--- src/design/msoe_pkg.sv ---
// package for the mode strap and output enable block
package msoe_pkg;
  localparam int NPORT = 4;
  localparam logic [1:0] JA_TX = 2'h0;
  localparam logic [1:0] JA_RX = 2'h1;
  localparam logic [1:0] JA_OFF = 2'h2;
  localparam logic TRI_BIT_SET = 1'h1;
  typedef enum logic [1:0] {
    MSOE_CODE_SUBST = 2'h0,
    MSOE_CODE_AMI = 2'h1,
    MSOE_CODE_BIPOLAR = 2'h3
  } msoe_code_t;
  typedef enum logic [1:0] {
    MSOE_STYLE_STROBE_DIR = 2'h0,
    MSOE_STYLE_RD_WR = 2'h1
  } msoe_style_t;
  // decoded host-side strobes
  typedef struct packed {
    logic sel;
    logic data_strobe;
    logic write_en;
    logic read_en;
  } msoe_host_t;
  // per-port line driver controls
  typedef struct packed {
    logic [NPORT-1:0] pos_oe_n;
    logic [NPORT-1:0] neg_oe_n;
  } msoe_drv_t;
endpackage

--- src/design/msoe_top.sv ---
// strap decode, host select and line driver tristate control
// Behaviour
// - host access only while select is low
// - jitter attenuator placed by three-level pin
// - bus style chosen by style pin
// - low codec pin enables substitution codes
// - high codec pin selects plain ami
// - global enable low tristates every driver
// - other logic keeps running while tristated
// - software bit one tristates its port in host mode only
// - strobe pin is strobe or write enable
`timescale 1ns/1ns
module msoe_top (
  input wire logic mclk,
  input wire logic rst_n,
  input wire logic host_mode,
  input wire logic unipolar,
  input wire logic chip_sel_n,
  input wire logic ja_sense_pu,
  input wire logic ja_sense_pd,
  input wire logic bus_style_sel,
  input wire logic line_code_sel,
  input wire logic strobe_pin,
  input wire logic rw_pin,
  input wire logic drv_enable,
  input wire logic [msoe_pkg::NPORT-1:0] output_enable_control,
  output msoe_pkg::msoe_host_t host_acc,
  output msoe_pkg::msoe_style_t bus_style,
  output logic [1:0] jitter_atten_position_sel,
  output msoe_pkg::msoe_code_t line_code,
  output msoe_pkg::msoe_drv_t tx_line_drv
);
  // strap and host pins pass two flops before use; drv_enable does not
  logic [7:0] s1_r, s2_r;
  always_ff @(posedge mclk or negedge rst_n) begin
    if (!rst_n) begin
      s1_r <= 8'h01;
      s2_r <= 8'h01;
    end else begin
      s1_r <= {ja_sense_pu, ja_sense_pd, bus_style_sel, line_code_sel,
               strobe_pin, rw_pin, host_mode, chip_sel_n};
      s2_r <= s1_r;
    end
  end
  logic pu_s, pd_s, style_s, code_s, stb_s, rw_s, hm_s, cs_n_s;
  assign {pu_s, pd_s, style_s, code_s, stb_s, rw_s, hm_s, cs_n_s} = s2_r;

  // three-level decode: pin probed with weak pull up and pull down
  // a floating pin follows the probe, a driven pin does not
  function automatic logic [1:0] ja_decode(input logic pu, input logic pd);
    if (pu && pd) return msoe_pkg::JA_RX;
    if (!pu && !pd) return msoe_pkg::JA_TX;
    return msoe_pkg::JA_OFF;
  endfunction

  // jitter attenuator position; the shared pin is a select in host mode,
  // so the attenuator is parked disabled there
  always_ff @(posedge mclk or negedge rst_n) begin
    if (!rst_n) begin
      jitter_atten_position_sel <= msoe_pkg::JA_OFF;
    end else begin
      jitter_atten_position_sel <= hm_s ? msoe_pkg::JA_OFF : ja_decode(pu_s, pd_s);
    end
  end

  // line code choice; only meaningful with unipolar data in hardware mode
  // unipolar comes from logic on this clock, so it is not synchronised
  always_ff @(posedge mclk or negedge rst_n) begin
    if (!rst_n) begin
      line_code <= msoe_pkg::MSOE_CODE_SUBST;
    end else begin
      if (hm_s || !unipolar)
        line_code <= msoe_pkg::MSOE_CODE_BIPOLAR;
      else if (code_s)
        line_code <= msoe_pkg::MSOE_CODE_AMI;
      else
        line_code <= msoe_pkg::MSOE_CODE_SUBST;
    end
  end

  // host bus style; decoded in both modes, used only in host mode
  always_ff @(posedge mclk or negedge rst_n) begin
    if (!rst_n) begin
      bus_style <= msoe_pkg::MSOE_STYLE_STROBE_DIR;
    end else begin
      bus_style <= style_s ? msoe_pkg::MSOE_STYLE_RD_WR : msoe_pkg::MSOE_STYLE_STROBE_DIR;
    end
  end

  // host strobes gated by select; ignored outside host mode
  always_ff @(posedge mclk or negedge rst_n) begin
    if (!rst_n) begin
      host_acc <= '0;
    end else begin
      host_acc.sel <= hm_s && !cs_n_s;
      host_acc.data_strobe <= hm_s && !cs_n_s && !style_s && stb_s;
      host_acc.write_en <= hm_s && !cs_n_s &&
        (style_s ? stb_s : (stb_s && !rw_s));
      host_acc.read_en <= hm_s && !cs_n_s && (style_s ? rw_s : (stb_s && rw_s));
    end
  end

  // driver enables stay combinational so the global pin acts at once
  // nothing else depends on drv_enable, so the rest keeps running
  always_comb begin
    for (int i = 0; i < msoe_pkg::NPORT; i++) begin
      tx_line_drv.pos_oe_n[i] = !drv_enable ||
        (!hm_s ? 1'b0 : (output_enable_control[i] == msoe_pkg::TRI_BIT_SET));
      tx_line_drv.neg_oe_n[i] = tx_line_drv.pos_oe_n[i];
    end
  end

  global_tri_a: assert property (@(posedge mclk) disable iff (!rst_n)
    !drv_enable |-> (&tx_line_drv.pos_oe_n && &tx_line_drv.neg_oe_n))
    else $error("drivers active while global enable low");
  port_tri_a: assert property (@(posedge mclk) disable iff (!rst_n)
    (drv_enable && hm_s && output_enable_control[0]) |-> tx_line_drv.pos_oe_n[0])
    else $error("port 0 driver not tristated");
  sel_gate_a: assert property (@(posedge mclk) disable iff (!rst_n)
    $past(cs_n_s) |-> !host_acc.sel && !host_acc.write_en)
    else $error("host access without select");
  ja_float_a: assert property (@(posedge mclk) disable iff (!rst_n)
    (!hm_s && pu_s && !pd_s) |=> jitter_atten_position_sel == msoe_pkg::JA_OFF)
    else $error("floating pin not disabled");
  ja_rx_a: assert property (@(posedge mclk) disable iff (!rst_n)
    (!hm_s && pu_s && pd_s) |=> jitter_atten_position_sel == msoe_pkg::JA_RX)
    else $error("high pin not receive path");
  code_ami_a: assert property (@(posedge mclk) disable iff (!rst_n)
    (!hm_s && unipolar && code_s) |=> line_code == msoe_pkg::MSOE_CODE_AMI)
    else $error("ami not selected");
  code_sub_a: assert property (@(posedge mclk) disable iff (!rst_n)
    (!hm_s && unipolar && !code_s) |=> line_code == msoe_pkg::MSOE_CODE_SUBST)
    else $error("substitution code not selected");
  style_rdwr_a: assert property (@(posedge mclk) disable iff (!rst_n)
    style_s |=> bus_style == msoe_pkg::MSOE_STYLE_RD_WR)
    else $error("bus style wrong");
  wr_strobe_a: assert property (@(posedge mclk) disable iff (!rst_n)
    (hm_s && !cs_n_s && style_s && stb_s) |=> host_acc.write_en && !host_acc.data_strobe)
    else $error("strobe not write enable");

  // remaining attenuator positions, host mode parks it disabled
  ja_tx_a: assert property (@(posedge mclk) disable iff (!rst_n)
    (!hm_s && !pu_s && !pd_s) |=> jitter_atten_position_sel == msoe_pkg::JA_TX)
    else $error("low pin not transmit path");
  ja_host_a: assert property (@(posedge mclk) disable iff (!rst_n)
    hm_s |=> jitter_atten_position_sel == msoe_pkg::JA_OFF)
    else $error("attenuator active in host mode");

  // outside unipolar hardware mode no line code choice applies
  code_host_a: assert property (@(posedge mclk) disable iff (!rst_n)
    (hm_s || !unipolar) |=> line_code == msoe_pkg::MSOE_CODE_BIPOLAR)
    else $error("line code applied outside unipolar");

  // the other bus style
  style_dir_a: assert property (@(posedge mclk) disable iff (!rst_n)
    !style_s |=> bus_style == msoe_pkg::MSOE_STYLE_STROBE_DIR)
    else $error("bus style not strobe and direction");

  // strobe pin as data strobe in strobe plus direction style, direction pin as read enable in the other style
  ds_strobe_a: assert property (@(posedge mclk) disable iff (!rst_n)
    (hm_s && !cs_n_s && !style_s && stb_s) |=> host_acc.data_strobe)
    else $error("strobe not data strobe");
  rd_enable_a: assert property (@(posedge mclk) disable iff (!rst_n)
    (hm_s && !cs_n_s && style_s && rw_s) |=> host_acc.read_en)
    else $error("read enable not seen");

  // no strobe of any kind leaks past a high select or hardware mode
  rd_gate_a: assert property (@(posedge mclk) disable iff (!rst_n)
    $past(cs_n_s) |-> !host_acc.read_en && !host_acc.data_strobe)
    else $error("read or strobe without select");
  mode_gate_a: assert property (@(posedge mclk) disable iff (!rst_n)
    !$past(hm_s) |-> host_acc == '0)
    else $error("host access in hardware mode");

  // software bits steer every port, not just port 0
  port_tri_all_a: assert property (@(posedge mclk) disable iff (!rst_n)
    (drv_enable && hm_s) |-> tx_line_drv.pos_oe_n == output_enable_control)
    else $error("port tristate does not follow its bit");
  port_on_a: assert property (@(posedge mclk) disable iff (!rst_n)
    (drv_enable && !hm_s) |-> tx_line_drv.pos_oe_n == '0)
    else $error("driver off with no tristate request");

  // both legs of a pair must switch together or the line sees half a pulse
  pair_match_a: assert property (@(posedge mclk) disable iff (!rst_n)
    tx_line_drv.pos_oe_n == tx_line_drv.neg_oe_n)
    else $error("line pair legs disagree");

  // host decode still works while the drivers are held off
  run_on_a: assert property (@(posedge mclk) disable iff (!rst_n)
    (!drv_enable && hm_s && !cs_n_s) |=> host_acc.sel)
    else $error("host logic stalled while tristated");
endmodule

--- config.mk ---
export PLATFORM = sky130hd
export DESIGN_NAME = msoe_top
export DESIGN_NICKNAME = d
export VERILOG_FILES = /design/src/design/msoe_pkg.sv /design/src/design/msoe_top.sv
export SDC_FILE = /design/constraint.sdc
export NUM_CORES = 1
export LEC_CHECK = 0
export ABC_AREA = 1
export BUFFER_PORTS_ARGS = -buffer_cell sky130_fd_sc_hd__buf_2
export CORE_UTILIZATION = 44
export CTS_BUF_LIST = sky130_fd_sc_hd__clkbuf_4 sky130_fd_sc_hd__clkbuf_8 sky130_fd_sc_hd__clkbuf_16
export DETAILED_ROUTE_END_ITERATION = 6
export GPL_TIMING_DRIVEN = 0
export PLACE_DENSITY = 0.75
export SYNTH_ARGS = -nofsm -noshare
export SYNTH_HDL_FRONTEND = slang
export SYNTH_SLANG_ARGS = --single-unit
export TNS_END_PERCENT = 50
--- constraint.sdc ---
create_clock -name mclk -period 1.12 [get_ports mclk]
set_input_delay 0.056 -clock mclk [delete_from_list [all_inputs] [get_ports mclk]]
set_output_delay 0.056 -clock mclk [all_outputs]
set_load 0.03 [all_outputs]
==> impl_metrics.env, run 1 <==
export IMPL_fillCellCount=102
export IMPL_nets=122
export IMPL_async_reset_ff_share_pct=100
export IMPL_grt_pass1_vias=569
export IMPL_cts_htree_levels=1
export IMPL_final_hold_viol_count=0
export IMPL_cp_required_ns=1.06
export IMPL_synth_cells=57
export IMPL_leakagePower_nw=0.619
export IMPL_cts_tree="built"
export IMPL_n_antenna_cell=0
export IMPL_clock_skew_ns=0.00174
export IMPL_vias=557
export IMPL_gp_congestion=0.626
export IMPL_ioPinCount=34
export IMPL_drt_pre_antenna_iters=4
export IMPL_start_kind="flip-flop"
export IMPL_drcViolationCount=0
export IMPL_critPathSlowestCell="dfrtp_1"
export IMPL_cts_root_buffer="clkbuf_4"
export IMPL_cts_inserted_buffers=3
export IMPL_peakVddDrop_uv=1110
export IMPL_power_density_nw_per_um2=1360
export IMPL_syn_to_final_growth_pct=51.1
export IMPL_hpwl_um=823
export IMPL_die_area_um2=1980
export IMPL_ys_seq_elements=25
export IMPL_clock_path_buffers=2
export IMPL_placed_cell_area_um2=983
export IMPL_via_per_inst=4.35
export IMPL_hold_class="in -> async"
export IMPL_maxCapViolCount=0
export IMPL_path_cells="buf_6, nand2_4, nand2_2, buf_6, buf_6"
export IMPL_fmaxAchievable_mhz=801
export IMPL_synth_area_top_cells="dfrtp_1 69%, dfstp_2 9.9%, buf_4 4.7%"
export IMPL_start_util_pct=49.8
export IMPL_p_total_w=0.00164
export IMPL_cp_top_family="flip-flops"
export IMPL_use_met3_pct=3.67
export IMPL_antenna_left=0
export IMPL_yosys_top_cells_count="22 x dfrtp_1, 9 x nand2_1, 7 x nor2_1, 5 x buf_4, 4 x inv_1"
export IMPL_crit_buf_inv=3
export IMPL_setup_ws_ns=-0.128
export IMPL_synth_ff_type="dfrtp_1"
export IMPL_seq_area_frac_synth_pct=79.3
export IMPL_grt_util_met1_pct=10.6
export IMPL_synth_top_area_cell="dfrtp_1"
export IMPL_final_util_pct=75.2
export IMPL_slowest_delay_ns=0.39
export IMPL_clk_latency_ns=0.31
export IMPL_drive_above_1_share_pct=51.9
export IMPL_finalMaxSlewViolations=0
export IMPL_crit_arrival_ns=1.19
export IMPL_routed_wirelength_mm=1.34
export IMPL_fp_row_count=14
export IMPL_numClockSinks=25
export IMPL_path_class="reg -> out"
export IMPL_netlist_area_um2=793
export IMPL_dp_slack_ns=0.155
export IMPL_wire_per_inst_um=10.4
export IMPL_netlist_cell_type_count=12
export IMPL_die_y_um=44.5
export IMPL_synth_most_common_cell="dfrtp_1"
export IMPL_antenna_found_initial=0
export IMPL_syn_area_per_cell_um2=13.9
export IMPL_rsz0062_at_grt="yes"
export IMPL_port_buffers=32
export IMPL_dr_first_iter_drc_count=3
export IMPL_ys_warn_count=0
export IMPL_synth_top_area_share_pct=69.4
export IMPL_path_clk_slew_ns=0.12
export IMPL_slew_headroom_pct=65.9
export IMPL_status="finished with violations"
export IMPL_synth_nets=74
export IMPL_synth_edf_count=0
export IMPL_grt_max_degree=26
export IMPL_fp_dieW_um=44.5
export IMPL_endpoint_kind="primary output"
export IMPL_grt_pass1_wl_mm=2.04
export IMPL_cpMostUsedCell="buf_6"
export IMPL_fin_crit_ns=1.25
export IMPL_worst_path_max_fanout=5
export IMPL_grt_total_usage_pct=15.5
export IMPL_use_met2_pct=32.1
export IMPL_coreArea_um2=1590
export IMPL_failed_checks="setup timing"
export IMPL_worst_pin_slew_ns=0.512
export IMPL_setup_viol_count_final=8
export IMPL_min_period_over_period_pct=111
export IMPL_grt_busiest_layer="met2"
export IMPL_design_area_um2=1200
export IMPL_grt_ovfl_total=0
[sequential cells by signal, indices dropped and copies added, names as in the netlist]
signal / flops
s2_r: 8
s1_r: 8
jitter_atten_position_sel: 2
host_acc: 4
line_code: 2
bus_style: 1
[routing by layer]
metal	vias up	share of wire, %
met3	4	7.3
met5	-	0
li1	257	-
met1	267	32
met2	29	59
met4	0	1.7
[power breakdown]
group          leakage [nW]  switching, W  total [W]  internal [W]
clock network        0.0184      0.000241   0.000404      0.000163
logic                 0.307      0.000149   0.000268      0.000119
registers             0.293     0.0000134   0.000964      0.000950
[stage by stage]
stage               setup TNS, ns  std cells  hold slack (ns)
CTS                        -0.811        128            0.237
detailed placement              0        113           0.0559
floorplan                       0         57           -0.240
global route                -1.14        128            0.282
global placement                0        113           0.0456
finish                     -0.683        128            0.258
[layout by cell type (no fill, tap or decap)]
cell type	count
dfstp_2	3
nand2_4	2
buf_6	9
ha_1	1
dlygate4sd3_1	10
nand2_2	6
inv_1	4
conb_1	1
or2_1	1
buf_4	4
buf_2	25
dfrtp_1	22
nor2_1	7
nand2_1	1
nand3b_1	1
nand3_1	2
clkbuf_4	5
[logic make-up after synthesis]
family                   share of synthesized area, %
flip-flops                                       79.3
AND/OR/NAND/NOR                                  10.6
buffers and inverters                            8.04
adder cells (fa/ha/maj)                          1.58
other                                           0.473
[worst paths after layout]
check	cells past startpoint	from	endpoint	slack, ns
max	5	s2_r[1]	tx_line_drv[4]	-0.13
max reg2reg	3	s2_r[1]	jitter_atten_position_sel[1]	0.17
min	2	rst_n	s1_r[5]	0.26
max in group asynchronous	2	rst_n	jitter_atten_position_sel[1]	0.50
min reg2reg	0	s1_r[6]	s2_r[6]	0.36
min in group mclk	0	s1_r[6]	s2_r[6]	0.36
[repair_timing]
action	in CTS	in global routing
hold buffers	10	0
gates resized for setup	21	4
buffers inserted	1	0
endpoints found under the setup margin	8	9
pin swaps	3	2
hold endpoints to repair	32	0
[layout make-up]
cell class                      count  area [um2]  share of cell area, %
Timing Repair Buffer               43         304                   25.4
Multi-Input combinational cell     22         130                   10.9
Sequential cell                    25         629                   52.5
Tap cell                           24        30.0                   2.51
Clock buffer                        4        30.0                   2.51
Buffer                              6        60.1                   5.01
Inverter                            4        15.0                   1.25
Power figures use the tool's default switching activity.
==> inputs of run 2 (changes only) <==
GPL_TIMING_DRIVEN = default   (was 0)
clock period = 1.29 ns   (was 1.12 ns; I/O delays follow)
==> impl_metrics.env, run 2 (synthesized netlist as in run 1, its figures left out) <==
export IMPL_status="finished clean"
export IMPL_antenna_found_initial=0
export IMPL_cp_required_ns=1.23
export IMPL_n_antenna_cell=0
export IMPL_start_util_pct=49.8
export IMPL_cts_tree="built"
export IMPL_placed_cell_area_um2=935
export IMPL_worst_path_max_fanout=9
export IMPL_grt_ovfl_total=0
export IMPL_worst_pin_slew_ns=0.507
export IMPL_via_per_inst=4.02
export IMPL_p_int_w=0.00101
export IMPL_dr_first_iter_drc_count=4
export IMPL_antenna_left=0
export IMPL_swShare_pct=24.5
export IMPL_nets=115
export IMPL_cts_root_buffer="clkbuf_4"
export IMPL_clk_latency_ns=0.31
export IMPL_cpMostUsedCell="nand2_1"
export IMPL_fmaxAchievable_mhz=855
export IMPL_comb_power_share_pct=13.1
export IMPL_crit_arrival_ns=1.11
export IMPL_clock_path_buffers=2
export IMPL_power_net_switching_w=0.000326
export IMPL_power_density_nw_per_um2=1250
export IMPL_maxCapViolCount=0
export IMPL_layout_common_cells="32 x buf_2, 21 x dfrtp_1, 10 x dlygate4sd3_1, 9 x nand2_1, 7 x nor2_1"
export IMPL_ioPinCount=34
export IMPL_grt_max_degree=26
export IMPL_syn_to_final_growth_pct=34.1
export IMPL_drt_pre_antenna_iters=3
export IMPL_path_class="reg -> out"
export IMPL_hold_class="in -> async"
export IMPL_routed_wirelength_mm=1.02
export IMPL_hpwl_um=709
export IMPL_layout_commonest_cell="buf_2"
export IMPL_grt_total_usage_pct=11.4
export IMPL_peakVddDrop_uv=751
export IMPL_final_hold_viol_count=0
export IMPL_clockPowerShare_pct=23.9
export IMPL_gp_congestion=0.586
export IMPL_fin_crit_ns=1.17
export IMPL_wire_per_inst_um=8.45
export IMPL_post_cts_buffers=0
export IMPL_path_cells="nand2_1, nand2_1, buf_2"
export IMPL_vias=487
export IMPL_drive_above_1_share_pct=41.2
export IMPL_start_kind="flip-flop"
export IMPL_numClockSinks=25
export IMPL_port_buffers=32
export IMPL_rsz0062_at_grt="no"
export IMPL_slowest_delay_ns=0.46
export IMPL_holdWs_ns=0.236
export IMPL_fp_dieW_um=44.5
export IMPL_finalMaxSlewViolations=0
export IMPL_finalSetupTns_ns=0
export IMPL_setup_ws_ns=0.120
export IMPL_clock_skew_ns=0.00452
export IMPL_design_area_um2=1060
export IMPL_die_y_um=44.5
export IMPL_min_period_over_period_pct=90.7
export IMPL_grt_pass1_wl_mm=1.50
export IMPL_endpoint_kind="primary output"
export IMPL_setup_viol_count_final=0
export IMPL_largestRegisters="s1_r: 8 flops, s2_r: 8 flops, host_acc: 4 flops"
export IMPL_cts_htree_levels=1
export IMPL_fp_row_count=14
export IMPL_die_area_um2=1980
export IMPL_drcViolationCount=0
export IMPL_leakagePower_nw=0.552
export IMPL_critPathSlowestCell="dfrtp_2"
export IMPL_coreArea_um2=1590
export IMPL_slew_headroom_pct=66.2
export IMPL_grt_pass1_vias=413
export IMPL_path_clk_slew_ns=0.12
export IMPL_p_seq_share_pct=63.0
export IMPL_dp_slack_ns=0.374
export IMPL_cts_inserted_buffers=3
-- run 2: what timing repair did --
item	in CTS	in global routing
gates resized for setup	0	1
endpoints found under the setup margin	0	8
hold endpoints to repair	32	0
hold buffers	10	0
-- run 2: cell type report --
| cell class | instances | area (um2) |
|---|---|---|
| flip-flops and latches | 25 | 631 |
| fillers | 113 | 531 |
| repair buffers | 42 | 260 |
| multi-input cells | 22 | 100 |
| well taps | 24 | 30.0 |
| clock buffers | 3 | 22.5 |
| inverters | 4 | 15.0 |
| clock inverters | 1 | 5.00 |
-- run 2: layer usage --
layer / up-vias / global-route usage (%) / part of all wire (%)
met2: 30 / 21.2 / 54
met4: 0 / 7.27 / 1.4
li1: 244 / - / -
met5: - / 0 / 0
met1: 211 / 9.55 / 36
met3: 2 / 4.90 / 8.5
-- run 2: power groups by stage --
stage | clock network, W | registers [W] | logic (W)
after floorplan | 0 | 0.000877 | 0.0000774
after global placement | 0 | 0.000853 | 0.000149
after detailed placement | 0 | 0.000855 | 0.000153
after CTS | 0.000337 | 0.000840 | 0.000176
after global routing | 0.000372 | 0.000845 | 0.000187
final | 0.000318 | 0.000840 | 0.000174
-- run 2: final timing paths --
kind | from | to | slack, ns | cells after the start
worst max register to register | s2_r[6] | jitter_atten_position_sel[1] | 0.36 | 2
max in group asynchronous | rst_n | s2_r[1] | 0.69 | 2
worst max-delay path | s2_r[1] | tx_line_drv[7] | 0.12 | 3
min in group mclk | s1_r[3] | s2_r[3] | 0.36 | 0
worst min register to register | s1_r[3] | s2_r[3] | 0.36 | 0
worst min-delay path | rst_n | s1_r[1] | 0.24 | 2
-- run 2: per-stage QoR --
step / total power [W] / cells / utilization [%]
detailed placement: 0.00101 / 107 / 58.6
floorplan: 0.000955 / 57 / -
global placement: 0.00100 / 107 / 58.6
global route: 0.00140 / 121 / 66.7
CTS: 0.00135 / 121 / 66.6
finish: 0.00133 / 121 / 66.7
-- run 2: critical path, delay by kind of cell (launching register included) --
kind | cells | cell delay, ns
DFF | 1 | 0.46
buffers and inverters | 1 | 0.20
and+or+nand+nor | 2 | 0.15
